### src/shared/cidr_pkg.sv
package cidr_pkg;
  // Register offsets
  localparam logic [7:0] OFS_INPUT_SOURCE = 8'h00;
  localparam logic [7:0] OFS_DATA_LINE = 8'h01;
  localparam logic [7:0] OFS_ADC_DETECT = 8'h02;
  localparam logic [7:0] OFS_LAST = 8'h02;
  // Power-on values
  localparam logic [7:0] RST_INPUT_SOURCE = 8'h48;
  localparam logic [7:0] RST_DATA_LINE = 8'h01;
  localparam logic [7:0] RST_ADC_DETECT = 8'h19;
  // Bits restored by a watchdog expiry
  localparam logic [7:0] WDM_INPUT_SOURCE = 8'hC0;
  localparam logic [7:0] WDM_DATA_LINE = 8'h00;
  localparam logic [7:0] WDM_ADC_DETECT = 8'hE2;
  // Bits that hold storage; the rest read as zero
  localparam logic [7:0] STM_DATA_LINE = 8'hFD;
  localparam logic [7:0] STM_ADC_DETECT = 8'hFB;
  // Field positions
  localparam int HIZ_BIT = 7;
  localparam int LIM_BIT = 6;
  localparam int ICL_MSB = 5;
  localparam int DP_MSB = 7;
  localparam int DP_LSB = 5;
  localparam int DM_MSB = 4;
  localparam int DM_LSB = 2;
  localparam int VOS_BIT = 0;
  localparam int GO_BIT = 7;
  localparam int RATE_BIT = 6;
  localparam int FREQ_BIT = 5;
  localparam int ICO_BIT = 4;
  localparam int HVDCP_BIT = 3;
  localparam int FORCE_BIT = 1;
  localparam int AUTO_BIT = 0;
  // Scaling
  localparam logic [11:0] ICL_BASE_MA = 12'h064;
  localparam logic [11:0] ICL_STEP_MA = 12'h032;
  localparam logic [9:0] VOS_LOW_MV = 10'h190;
  localparam logic [9:0] VOS_HIGH_MV = 10'h258;
  localparam logic [2:0] DRIVE_RESERVED = 3'h7;
  // Timing
  localparam int CLK_FREQ_KHZ = 125000;
  localparam int ADC_PERIOD_MS = 1000;
  localparam int ADC_PERIOD_CYC = ADC_PERIOD_MS * CLK_FREQ_KHZ;
  // Two-wire slave address, value arbitrary
  localparam logic [6:0] SLAVE_ADDR = 7'h2C;
endpackage : cidr_pkg

### src/shared/cidr_reg_if.sv
`timescale 1ns/1ps
interface cidr_reg_if;
  logic wr_en;
  logic [7:0] wr_addr;
  logic [7:0] wr_data;
  logic [7:0] rd_addr;
  logic [7:0] rd_data;
  modport link (output wr_en, wr_addr, wr_data, rd_addr, input rd_data);
  modport bank (input wr_en, wr_addr, wr_data, rd_addr, output rd_data);
endinterface : cidr_reg_if

### src/rtl/cidr_i2c_slave.sv
`timescale 1ns/1ps
module cidr_i2c_slave import cidr_pkg::*; #(
  parameter logic [6:0] DEV_ADDR = SLAVE_ADDR
) (
  // Clock and reset
  input wire logic i_clk,
  input wire logic i_rst_n,
  // Two-wire pins
  input wire logic i_scl,
  input wire logic i_sda,
  output logic o_sda_out,
  output logic o_sda_oe,
  // Register side
  cidr_reg_if.link bus
);
  typedef enum logic [2:0] {st_idle, st_dev, st_ptr, st_wr, st_rd} cidr_st_t;

  logic [1:0] scl_sync_reg, sda_sync_reg;
  logic scl_d_reg, sda_d_reg;
  cidr_st_t state_reg, state_next;
  logic [3:0] cnt_reg, cnt_next;
  logic [7:0] shift_reg, shift_next, ptr_reg, ptr_next;
  logic oe_reg, oe_next, wr_en_reg, wr_en_next;
  logic [7:0] wr_addr_reg, wr_addr_next, wr_data_reg, wr_data_next;
  logic ack;

  wire scl = scl_sync_reg[1];
  wire sda = sda_sync_reg[1];
  wire start_cond = scl & scl_d_reg & sda_d_reg & ~sda;
  wire stop_cond = scl & scl_d_reg & ~sda_d_reg & sda;
  wire scl_rise = scl & ~scl_d_reg;
  wire scl_fall = ~scl & scl_d_reg;
  wire receiving = (state_reg == st_dev) | (state_reg == st_ptr) |
                   (state_reg == st_wr);

  assign bus.wr_en = wr_en_reg;
  assign bus.wr_addr = wr_addr_reg;
  assign bus.wr_data = wr_data_reg;
  assign bus.rd_addr = ptr_reg;
  assign o_sda_oe = oe_reg;

  always_comb begin
    state_next = state_reg;
    cnt_next = cnt_reg;
    shift_next = shift_reg;
    ptr_next = ptr_reg;
    oe_next = oe_reg;
    wr_en_next = 1'b0;
    wr_addr_next = wr_addr_reg;
    wr_data_next = wr_data_reg;
    ack = 1'b0;
    if (start_cond) begin
      state_next = st_dev;
      // The SCL fall that follows START wraps the count to zero
      cnt_next = 4'hF;
      oe_next = 1'b0;
    end else if (stop_cond) begin
      state_next = st_idle;
      oe_next = 1'b0;
    end else if (state_reg != st_idle) begin
      if (scl_rise && receiving && cnt_reg < 4'h8) begin
        shift_next = {shift_reg[6:0], sda};
      end
      // Master refuses the next byte
      if (scl_rise && state_reg == st_rd && cnt_reg == 4'h8 && sda) begin
        state_next = st_idle;
      end
      if (scl_fall && cnt_reg == 4'h8) begin
        oe_next = 1'b0;
        cnt_next = 4'h0;
        if (state_reg == st_ptr) begin
          ptr_next = shift_reg;
          state_next = st_wr;
        end else if ((state_reg == st_dev && shift_reg[0]) ||
                     state_reg == st_rd) begin
          state_next = st_rd;
          if (ptr_reg > OFS_LAST) begin
            state_next = st_idle;
          end else begin
            shift_next = bus.rd_data;
            oe_next = ~bus.rd_data[7];
            ptr_next = ptr_reg + 8'h01;
          end
        end else if (state_reg == st_dev) begin
          state_next = st_ptr;
        end
      end else if (scl_fall && cnt_reg == 4'h7) begin
        cnt_next = 4'h8;
        unique case (state_reg)
          st_dev: ack = (shift_reg[7:1] == DEV_ADDR);
          st_ptr: ack = (shift_reg <= OFS_LAST);
          st_wr: ack = (ptr_reg <= OFS_LAST);
          st_rd: ack = 1'b0;
          st_idle: ack = 1'b0;
        endcase
        if (state_reg == st_wr && ack) begin
          wr_en_next = 1'b1;
          wr_addr_next = ptr_reg;
          wr_data_next = shift_reg;
          ptr_next = ptr_reg + 8'h01;
        end
        // Undefined offset or foreign address: answer not-acknowledge
        oe_next = ack;
        if (!ack && state_reg != st_rd) begin
          state_next = st_idle;
        end
      end else if (scl_fall) begin
        cnt_next = cnt_reg + 4'h1;
        if (state_reg == st_rd) begin
          shift_next = {shift_reg[6:0], 1'b0};
          oe_next = ~shift_reg[6];
        end
      end
    end
  end

  always_ff @(posedge i_clk or negedge i_rst_n) begin
    if (!i_rst_n) begin
      scl_sync_reg <= 2'h3;
      sda_sync_reg <= 2'h3;
      scl_d_reg <= 1'b1;
      sda_d_reg <= 1'b1;
      state_reg <= st_idle;
      cnt_reg <= 4'h0;
      shift_reg <= 8'h00;
      ptr_reg <= 8'h00;
      oe_reg <= 1'b0;
      o_sda_out <= 1'b0;
      wr_en_reg <= 1'b0;
      wr_addr_reg <= 8'h00;
      wr_data_reg <= 8'h00;
    end else begin
      scl_sync_reg <= {scl_sync_reg[0], i_scl};
      sda_sync_reg <= {sda_sync_reg[0], i_sda};
      scl_d_reg <= scl;
      sda_d_reg <= sda;
      state_reg <= state_next;
      cnt_reg <= cnt_next;
      shift_reg <= shift_next;
      ptr_reg <= ptr_next;
      oe_reg <= oe_next;
      o_sda_out <= 1'b0;
      wr_en_reg <= wr_en_next;
      wr_addr_reg <= wr_addr_next;
      wr_data_reg <= wr_data_next;
    end
  end
endmodule : cidr_i2c_slave

### src/rtl/cidr_charger_input_regs.sv
`timescale 1ns/1ps
module cidr_charger_input_regs import cidr_pkg::*; #(
  parameter int unsigned ADC_PERIOD_CYCLES = ADC_PERIOD_CYC
) (
  // Clock and reset
  input wire logic i_clk,
  input wire logic i_reset_n,
  // Two-wire register bus
  input wire logic i_scl,
  input wire logic i_sda,
  output logic o_sda_out,
  output logic o_sda_oe,
  // Analog and detection status
  input wire logic i_vbus_present,
  input wire logic i_detect_busy,
  input wire logic [5:0] i_detect_limit_code,
  input wire logic i_dcp_found,
  input wire logic i_adc_busy,
  // Reset sources on the device clock
  input wire logic i_register_reset,
  input wire logic i_watchdog_expiry,
  // Controls
  output logic o_high_impedance_enable,
  output logic o_limit_pin_enable,
  output logic [11:0] o_input_current_limit_ma,
  output logic [6:0] o_positive_line_drive_sel,
  output logic [6:0] o_negative_line_drive_sel,
  output logic [9:0] o_input_voltage_limit_offset_mv,
  output logic o_adc_continuous_select,
  output logic o_otg_switching_freq_select,
  output logic o_input_current_optimizer_on,
  // Event pulses
  output logic o_adc_start,
  output logic o_port_detect_go,
  output logic o_high_volt_handshake_go
);
  localparam int TW = $clog2(ADC_PERIOD_CYCLES + 1);
  localparam int SW = 10;
  if (ADC_PERIOD_CYCLES < 1) begin : g_check
    $error("ADC_PERIOD_CYCLES must be at least one");
  end
  cidr_reg_if rif ();
  logic [1:0] rst_pipe_reg;
  logic [SW-1:0] sync1_reg, sync2_reg;
  logic [2:0] prev_reg;
  logic [7:0] r0_reg, r0_next, r1_reg, r1_next, r2_reg, r2_next;
  logic override_reg, override_next, det_seen_reg, det_seen_next;
  logic [TW-1:0] timer_reg, timer_next;
  //////////////////////////////////////////////////////////////////////////
  // Reset release and input synchronisers
  wire rst_n = rst_pipe_reg[1];
  always_ff @(posedge i_clk or negedge i_reset_n) begin
    if (!i_reset_n) begin
      rst_pipe_reg <= 2'h0;
    end else begin
      rst_pipe_reg <= {rst_pipe_reg[0], 1'b1};
    end
  end
  always_ff @(posedge i_clk or negedge rst_n) begin
    if (!rst_n) begin
      sync1_reg <= '0;
      sync2_reg <= '0;
      prev_reg <= 3'h0;
    end else begin
      sync1_reg <= {i_vbus_present, i_detect_busy, i_adc_busy, i_dcp_found,
                    i_detect_limit_code};
      sync2_reg <= sync1_reg;
      prev_reg <= sync2_reg[SW-1:SW-3];
    end
  end
  wire vbus_s = sync2_reg[9];
  wire det_busy_s = sync2_reg[8];
  wire adc_busy_s = sync2_reg[7];
  wire dcp_s = sync2_reg[6];
  wire [5:0] det_code_s = sync2_reg[5:0];
  wire plug_rise = vbus_s & ~prev_reg[2];
  wire det_done = ~det_busy_s & prev_reg[1];
  wire adc_done = ~adc_busy_s & prev_reg[0];
  //////////////////////////////////////////////////////////////////////////
  // Bus slave and register decode
  cidr_i2c_slave u_slave (
    .i_clk(i_clk),
    .i_rst_n(rst_n),
    .i_scl(i_scl),
    .i_sda(i_sda),
    .o_sda_out(o_sda_out),
    .o_sda_oe(o_sda_oe),
    .bus(rif.link)
  );
  wire wr0 = rif.wr_en & (rif.wr_addr == OFS_INPUT_SOURCE);
  wire wr1 = rif.wr_en & (rif.wr_addr == OFS_DATA_LINE);
  wire wr2 = rif.wr_en & (rif.wr_addr == OFS_ADC_DETECT);
  wire [7:0] wd = rif.wr_data;
  wire go_busy = r2_reg[GO_BIT] | adc_busy_s | det_busy_s;
  wire [7:0] r2_read = {go_busy, r2_reg[6:0]};
  wire icl_write_ok = wr0 & ~det_busy_s;
  wire tick = r2_reg[RATE_BIT] & (timer_reg == '0);

  assign rif.rd_data = (rif.rd_addr == OFS_INPUT_SOURCE) ? r0_reg :
                       (rif.rd_addr == OFS_DATA_LINE) ? r1_reg :
                       (rif.rd_addr == OFS_ADC_DETECT) ? r2_read : 8'h00;
  //////////////////////////////////////////////////////////////////////////
  // Register next values
  always_comb begin
    r0_next = r0_reg;
    override_next = override_reg;
    det_seen_next = det_seen_reg | det_done;
    if (wr0) r0_next[HIZ_BIT:LIM_BIT] = wd[HIZ_BIT:LIM_BIT];
    if (icl_write_ok) begin
      r0_next[ICL_MSB:0] = wd[ICL_MSB:0];
      override_next = override_reg | det_seen_reg;
    end
    if (det_done && !override_reg) r0_next[ICL_MSB:0] = det_code_s;
    if (plug_rise) begin
      r0_next[HIZ_BIT] = RST_INPUT_SOURCE[HIZ_BIT];
      override_next = 1'b0;
      det_seen_next = 1'b0;
    end
    r1_next = wr1 ? (wd & STM_DATA_LINE) : r1_reg;
    r2_next = r2_reg;
    if (adc_done) r2_next[GO_BIT] = 1'b0;
    if (det_done) r2_next[FORCE_BIT] = 1'b0;
    if (wr2) begin
      r2_next[6:3] = wd[6:3];
      r2_next[AUTO_BIT] = wd[AUTO_BIT];
      if (wd[GO_BIT] && !r2_reg[RATE_BIT]) begin
        r2_next[GO_BIT] = 1'b1;
      end
      if (wd[FORCE_BIT]) r2_next[FORCE_BIT] = 1'b1;
    end
    if (i_watchdog_expiry) begin
      r0_next = (r0_next & ~WDM_INPUT_SOURCE) |
                (RST_INPUT_SOURCE & WDM_INPUT_SOURCE);
      r1_next = (r1_next & ~WDM_DATA_LINE) | (RST_DATA_LINE & WDM_DATA_LINE);
      r2_next = (r2_next & ~WDM_ADC_DETECT) |
                (RST_ADC_DETECT & WDM_ADC_DETECT);
    end
    if (i_register_reset) begin
      r0_next = RST_INPUT_SOURCE;
      r1_next = RST_DATA_LINE;
      r2_next = RST_ADC_DETECT;
      override_next = 1'b0;
    end
  end
  assign timer_next = !r2_reg[RATE_BIT] ? '0 :
                      tick ? TW'(ADC_PERIOD_CYCLES - 1) :
                      timer_reg - TW'(1);
  always_ff @(posedge i_clk or negedge rst_n) begin
    if (!rst_n) begin
      r0_reg <= RST_INPUT_SOURCE;
      r1_reg <= RST_DATA_LINE;
      r2_reg <= RST_ADC_DETECT;
      override_reg <= 1'b0;
      det_seen_reg <= 1'b0;
      timer_reg <= '0;
    end else begin
      r0_reg <= r0_next;
      r1_reg <= r1_next;
      r2_reg <= r2_next;
      override_reg <= override_next;
      det_seen_reg <= det_seen_next;
      timer_reg <= timer_next;
    end
  end
  //////////////////////////////////////////////////////////////////////////
  // Registered outputs
  function automatic logic [6:0] drive_sel(input logic [2:0] code);
    drive_sel = (code == DRIVE_RESERVED) ? 7'h00 : 7'h01 << code;
  endfunction : drive_sel
  always_ff @(posedge i_clk or negedge rst_n) begin
    if (!rst_n) begin
      o_high_impedance_enable <= 1'b0;
      o_limit_pin_enable <= 1'b0;
      o_input_current_limit_ma <= 12'h000;
      o_positive_line_drive_sel <= 7'h00;
      o_negative_line_drive_sel <= 7'h00;
      o_input_voltage_limit_offset_mv <= 10'h000;
      o_adc_continuous_select <= 1'b0;
      o_otg_switching_freq_select <= 1'b0;
      o_input_current_optimizer_on <= 1'b0;
      o_adc_start <= 1'b0;
      o_port_detect_go <= 1'b0;
      o_high_volt_handshake_go <= 1'b0;
    end else begin
      o_high_impedance_enable <= r0_reg[HIZ_BIT];
      o_limit_pin_enable <= r0_reg[LIM_BIT];
      o_input_current_limit_ma <= ICL_BASE_MA +
        ICL_STEP_MA * 12'(r0_reg[ICL_MSB:0]);
      o_positive_line_drive_sel <= drive_sel(r1_reg[DP_MSB:DP_LSB]);
      o_negative_line_drive_sel <= drive_sel(r1_reg[DM_MSB:DM_LSB]);
      o_input_voltage_limit_offset_mv <= r1_reg[VOS_BIT] ? VOS_HIGH_MV :
                                         VOS_LOW_MV;
      o_adc_continuous_select <= r2_reg[RATE_BIT];
      o_otg_switching_freq_select <= r2_reg[FREQ_BIT];
      o_input_current_optimizer_on <= r2_reg[ICO_BIT];
      o_adc_start <= (r2_next[GO_BIT] & ~r2_reg[GO_BIT]) | tick;
      o_port_detect_go <= (r2_next[FORCE_BIT] & ~r2_reg[FORCE_BIT]) |
                          (plug_rise & r2_reg[AUTO_BIT]);
      o_high_volt_handshake_go <= det_done & dcp_s &
                                  r2_reg[HVDCP_BIT];
    end
  end
endmodule : cidr_charger_input_regs

### config.mk
export PLATFORM = sky130hd
export DESIGN_NAME = cidr_charger_input_regs
export DESIGN_NICKNAME = d
export VERILOG_FILES = /design/src/shared/cidr_pkg.sv /design/src/shared/cidr_reg_if.sv /design/src/rtl/cidr_i2c_slave.sv /design/src/rtl/cidr_charger_input_regs.sv
export SDC_FILE = /design/constraint.sdc
export NUM_CORES = 1
export LEC_CHECK = 0
export BUFFER_PORTS_ARGS = -buffer_cell sky130_fd_sc_hd__buf_2
export CORE_UTILIZATION = 60
export CTS_CLUSTER_DIAMETER = 60
export DETAILED_ROUTE_END_ITERATION = 8
export PLACE_DENSITY = 0.8
export SLEW_MARGIN = 30
export SYNTH_ARGS = -nofsm -noshare
export SYNTH_HDL_FRONTEND = slang
export SYNTH_SLANG_ARGS = --single-unit
export TNS_END_PERCENT = 50
### constraint.sdc
create_clock -name i_clk -period 5.9 [get_ports i_clk]
set_input_delay 0.885 -clock i_clk [delete_from_list [all_inputs] [get_ports i_clk]]
set_output_delay 0.885 -clock i_clk [all_outputs]
set_load 0.01 [all_outputs]
==> results.sh <==
export IMPL_nFillCells=822
export IMPL_slew_violations=0
export IMPL_hold_class="input port to asynchronous set/reset pin"
export IMPL_gp_congestion=0.872
export IMPL_min_period_ns=3.00
export IMPL_powerDensity_nw_per_um2=331
export IMPL_layout_cells_non_filler=865
export IMPL_cts_setup_buffers=0
export IMPL_area_delta_synth_final_pct=12.5
export IMPL_drt_iter0_drc=400
export IMPL_synthesis_instances=659
export IMPL_ys_types=60
export IMPL_die_area_um2=12600
export IMPL_cts_buffers=17
export IMPL_antenna_left=0
export IMPL_fin_crit_sh=0.508
export IMPL_critical_path_endpoint_type="flop"
export IMPL_hold_buffers=0
export IMPL_peakVddDrop_v=0.000158
export IMPL_cts_tree="yes"
export IMPL_die_h_um=112
export IMPL_start_util=0.627
export IMPL_insertion_delay_ns=0.42
export IMPL_clock_sink_count=159
export IMPL_tightest_slew_ns=0.887
export IMPL_cap_violations=0
export IMPL_p_leak_nw=4.15
export IMPL_ys_ff_latch=159
export IMPL_place_inst=833
export IMPL_setup_viol=0
export IMPL_violations="design-rule violations"
export IMPL_arrival_ns=3.34
export IMPL_path_max_fanout=6
export IMPL_status="finished, violations left"
export IMPL_detailed_place_hpwl_um=9940
export IMPL_coreArea_um2=11600
export IMPL_ys_flop_type="dfrtp_1"
export IMPL_p_total_mw=2.71
export IMPL_clock_skew_ns=0.00789
export IMPL_viasPerCell=5.90
export IMPL_relSlewSlack=0.408
export IMPL_detail_route_wl_per_cell_um=16.6
export IMPL_fmax_mhz=334
export IMPL_cts_root_buf="clkbuf_16"
export IMPL_cts_buffer_depth=2
export IMPL_grt_max_degree=62
export IMPL_io_pins=62
export IMPL_ys_warn_count=0
export IMPL_drive_gt1_frac=0.186
export IMPL_ys_seq_area_frac=0.549
export IMPL_largest_register_ffs=27
export IMPL_hold_viol=0
export IMPL_antenna_found_initial=0
export IMPL_diodes=0
export IMPL_rsz0062_at_grt="no"
export IMPL_drcViolationCount=7
export IMPL_drt_first_pass_iters=7
export IMPL_wl_um=14300
export IMPL_grt_use_total=0.248
export IMPL_grt_ovfl_total=0
export IMPL_worst_setup_path_type="flop to flop"
export IMPL_dr_total_vias=5107
export IMPL_critPathRequiredTime_ns=6.25
export IMPL_tns_ns=0
export IMPL_clkTransAtPathRegs_ns=0.06
export IMPL_nets=756
export IMPL_fp_dieW_um=112
export IMPL_cts_resized=0
export IMPL_synthesis_area_um2=7280
export IMPL_synth_edff_count=0
export IMPL_io_buffers=55
export IMPL_htreeDepth=4
export IMPL_num_rows=39
export IMPL_grt_pass1_vias=5041
export IMPL_syn_avg_cell_area_um2=11.0
export IMPL_start_kind="flop"
export IMPL_async_flop_share=1.00
export IMPL_grt_pass1_wl_um=24200
-- kinds of logic after synthesis --
family,Yosys count,share of synthesized area
multiplexers,43,0.0621
other,2,0.00103
flip-flops,159,0.549
buffers and inverters,55,0.0340
adder cells (fa/ha/maj),31,0.0543
AND/OR/NAND/NOR,227,0.163
XOR/XNOR,36,0.0433
AO/OA/AOI/OAI,106,0.0937
-- path summary, 6_finish.rpt --
kind | from | endpoint | slack [ns] | cells past startpoint
min in group i_clk | sync1_reg[0] | sync2_reg[0] | 0.34 | 0
max | r0_reg[1] | o_input_current_limit_ma[11] | 2.90 | 10
max reg2reg | r0_reg[1] | o_input_current_limit_ma[11] | 2.90 | 10
max in group asynchronous | rst_pipe_reg[1] | o_input_current_limit_ma[4] | 4.38 | 1
min reg2reg | sync1_reg[0] | sync2_reg[0] | 0.34 | 0
min | i_reset_n | rst_pipe_reg[1] | 0.23 | 1
-- worst max-delay path: stages, from the launching register on --
cell	delay, ns
dfrtp_1	0.45
ha_1	0.35
ha_1	0.33
ha_1	0.33
fa_1	0.47
a211oi_1	0.25
nor2_1	0.11
a21o_1	0.18
a21oi_1	0.17
xnor2_1	0.15
xnor2_1	0.13
-- cells in the final DEF (no fill, tap or decap), types with 6 or more instances in the layout --
| cell | netlist | final |
|---|---|---|
| inv_1 | 21 | 21 |
| nor3_1 | 23 | 22 |
| mux2i_1 | 26 | 26 |
| a21oi_1 | 36 | 36 |
| nor2b_1 | 14 | 14 |
| a21oi_2 | 6 | 6 |
| ha_1 | 30 | 30 |
| xor2_1 | 16 | 16 |
| mux2_2 | 17 | 17 |
| nor2_1 | 74 | 74 |
| nand3_1 | 10 | 10 |
| nand2b_1 | 10 | 10 |
| conb_1 | 2 | 8 |
| xnor2_1 | 20 | 20 |
| nand2_1 | 38 | 38 |
| dfstp_2 | 12 | 12 |
| buf_2 | 0 | 55 |
| or3_1 | 7 | 7 |
| nor3b_1 | 9 | 9 |
| clkbuf_16 | 0 | 17 |
| and3b_1 | 7 | 7 |
| dfrtp_1 | 147 | 146 |
| o31ai_1 | 6 | 6 |
| o21ai_0 | 24 | 24 |
-- where the power goes --
group,switching (mW),total [mW],internal (mW)
Sequential,0.107,1.28,1.17
Clock,0.424,1.06,0.634
Combinational,0.224,0.374,0.150
Total,0.755,2.71,1.95
-- cell type report --
type	count	area, um^2	area share
Sequential cell	159	4000	0.488
Clock inverter	9	108	0.0131
Timing Repair Buffer	59	305	0.0373
Multi-Input combinational cell	451	3060	0.374
Clock buffer	23	458	0.0559
Tap cell	143	179	0.0218
Inverter	21	78.8	0.00963
-- per-layer routing --
| metal | track usage | routed length (um) | vias to the layer above |
|---|---|---|---|
| met1 | 0.314 | 6290 | 2511 |
| met4 | 0.132 | 515 | 0 |
| li1 | - | - | 2389 |
| met2 | 0.399 | 6920 | 158 |
| met3 | 0.0583 | 598 | 49 |
| met5 | 0 | 0 | - |
-- stage by stage --
stage                     utilization  area (um^2)  setup WS (ns)  hold slack (ns)
after floorplan                     -         7300           1.16            0.331
after global placement          0.656         7620           3.02            0.335
after detailed placement        0.656         7620           2.95            0.335
after CTS                       0.705         8190           2.89            0.220
after global routing            0.705         8190           2.68            0.220
final                           0.705         8190           2.90            0.233
-- Yosys cell counts (all sizes together) (3+ instances only) --
library cell | count | area (um^2)
dfrtp | 147 | 3680
nor2 | 74 | 278
a21oi | 42 | 233
nand2 | 39 | 163
ha | 30 | 375
mux2i | 26 | 260
o21ai | 25 | 129
clkbuf | 23 | 86.3
nor3 | 23 | 115
inv | 21 | 78.8
xnor2 | 20 | 175
mux2 | 17 | 191
xor2 | 16 | 140
nor2b | 14 | 87.6
dfstp | 12 | 315
buf | 11 | 82.6
nand2b | 10 | 62.6
nand3 | 10 | 50.1
nor3b | 9 | 67.6
or3 | 9 | 66.3
and3b | 7 | 61.3
nor4 | 6 | 43.8
o31ai | 6 | 45.0
or4 | 6 | 48.8
nand4 | 5 | 31.3
a211oi | 4 | 30.0
a22oi | 4 | 30.0
a31oi | 4 | 40.0
or2 | 4 | 25.0
a311oi | 3 | 26.3
and3 | 3 | 18.8
No activity file was read; power rests on OpenSTA's default activity.
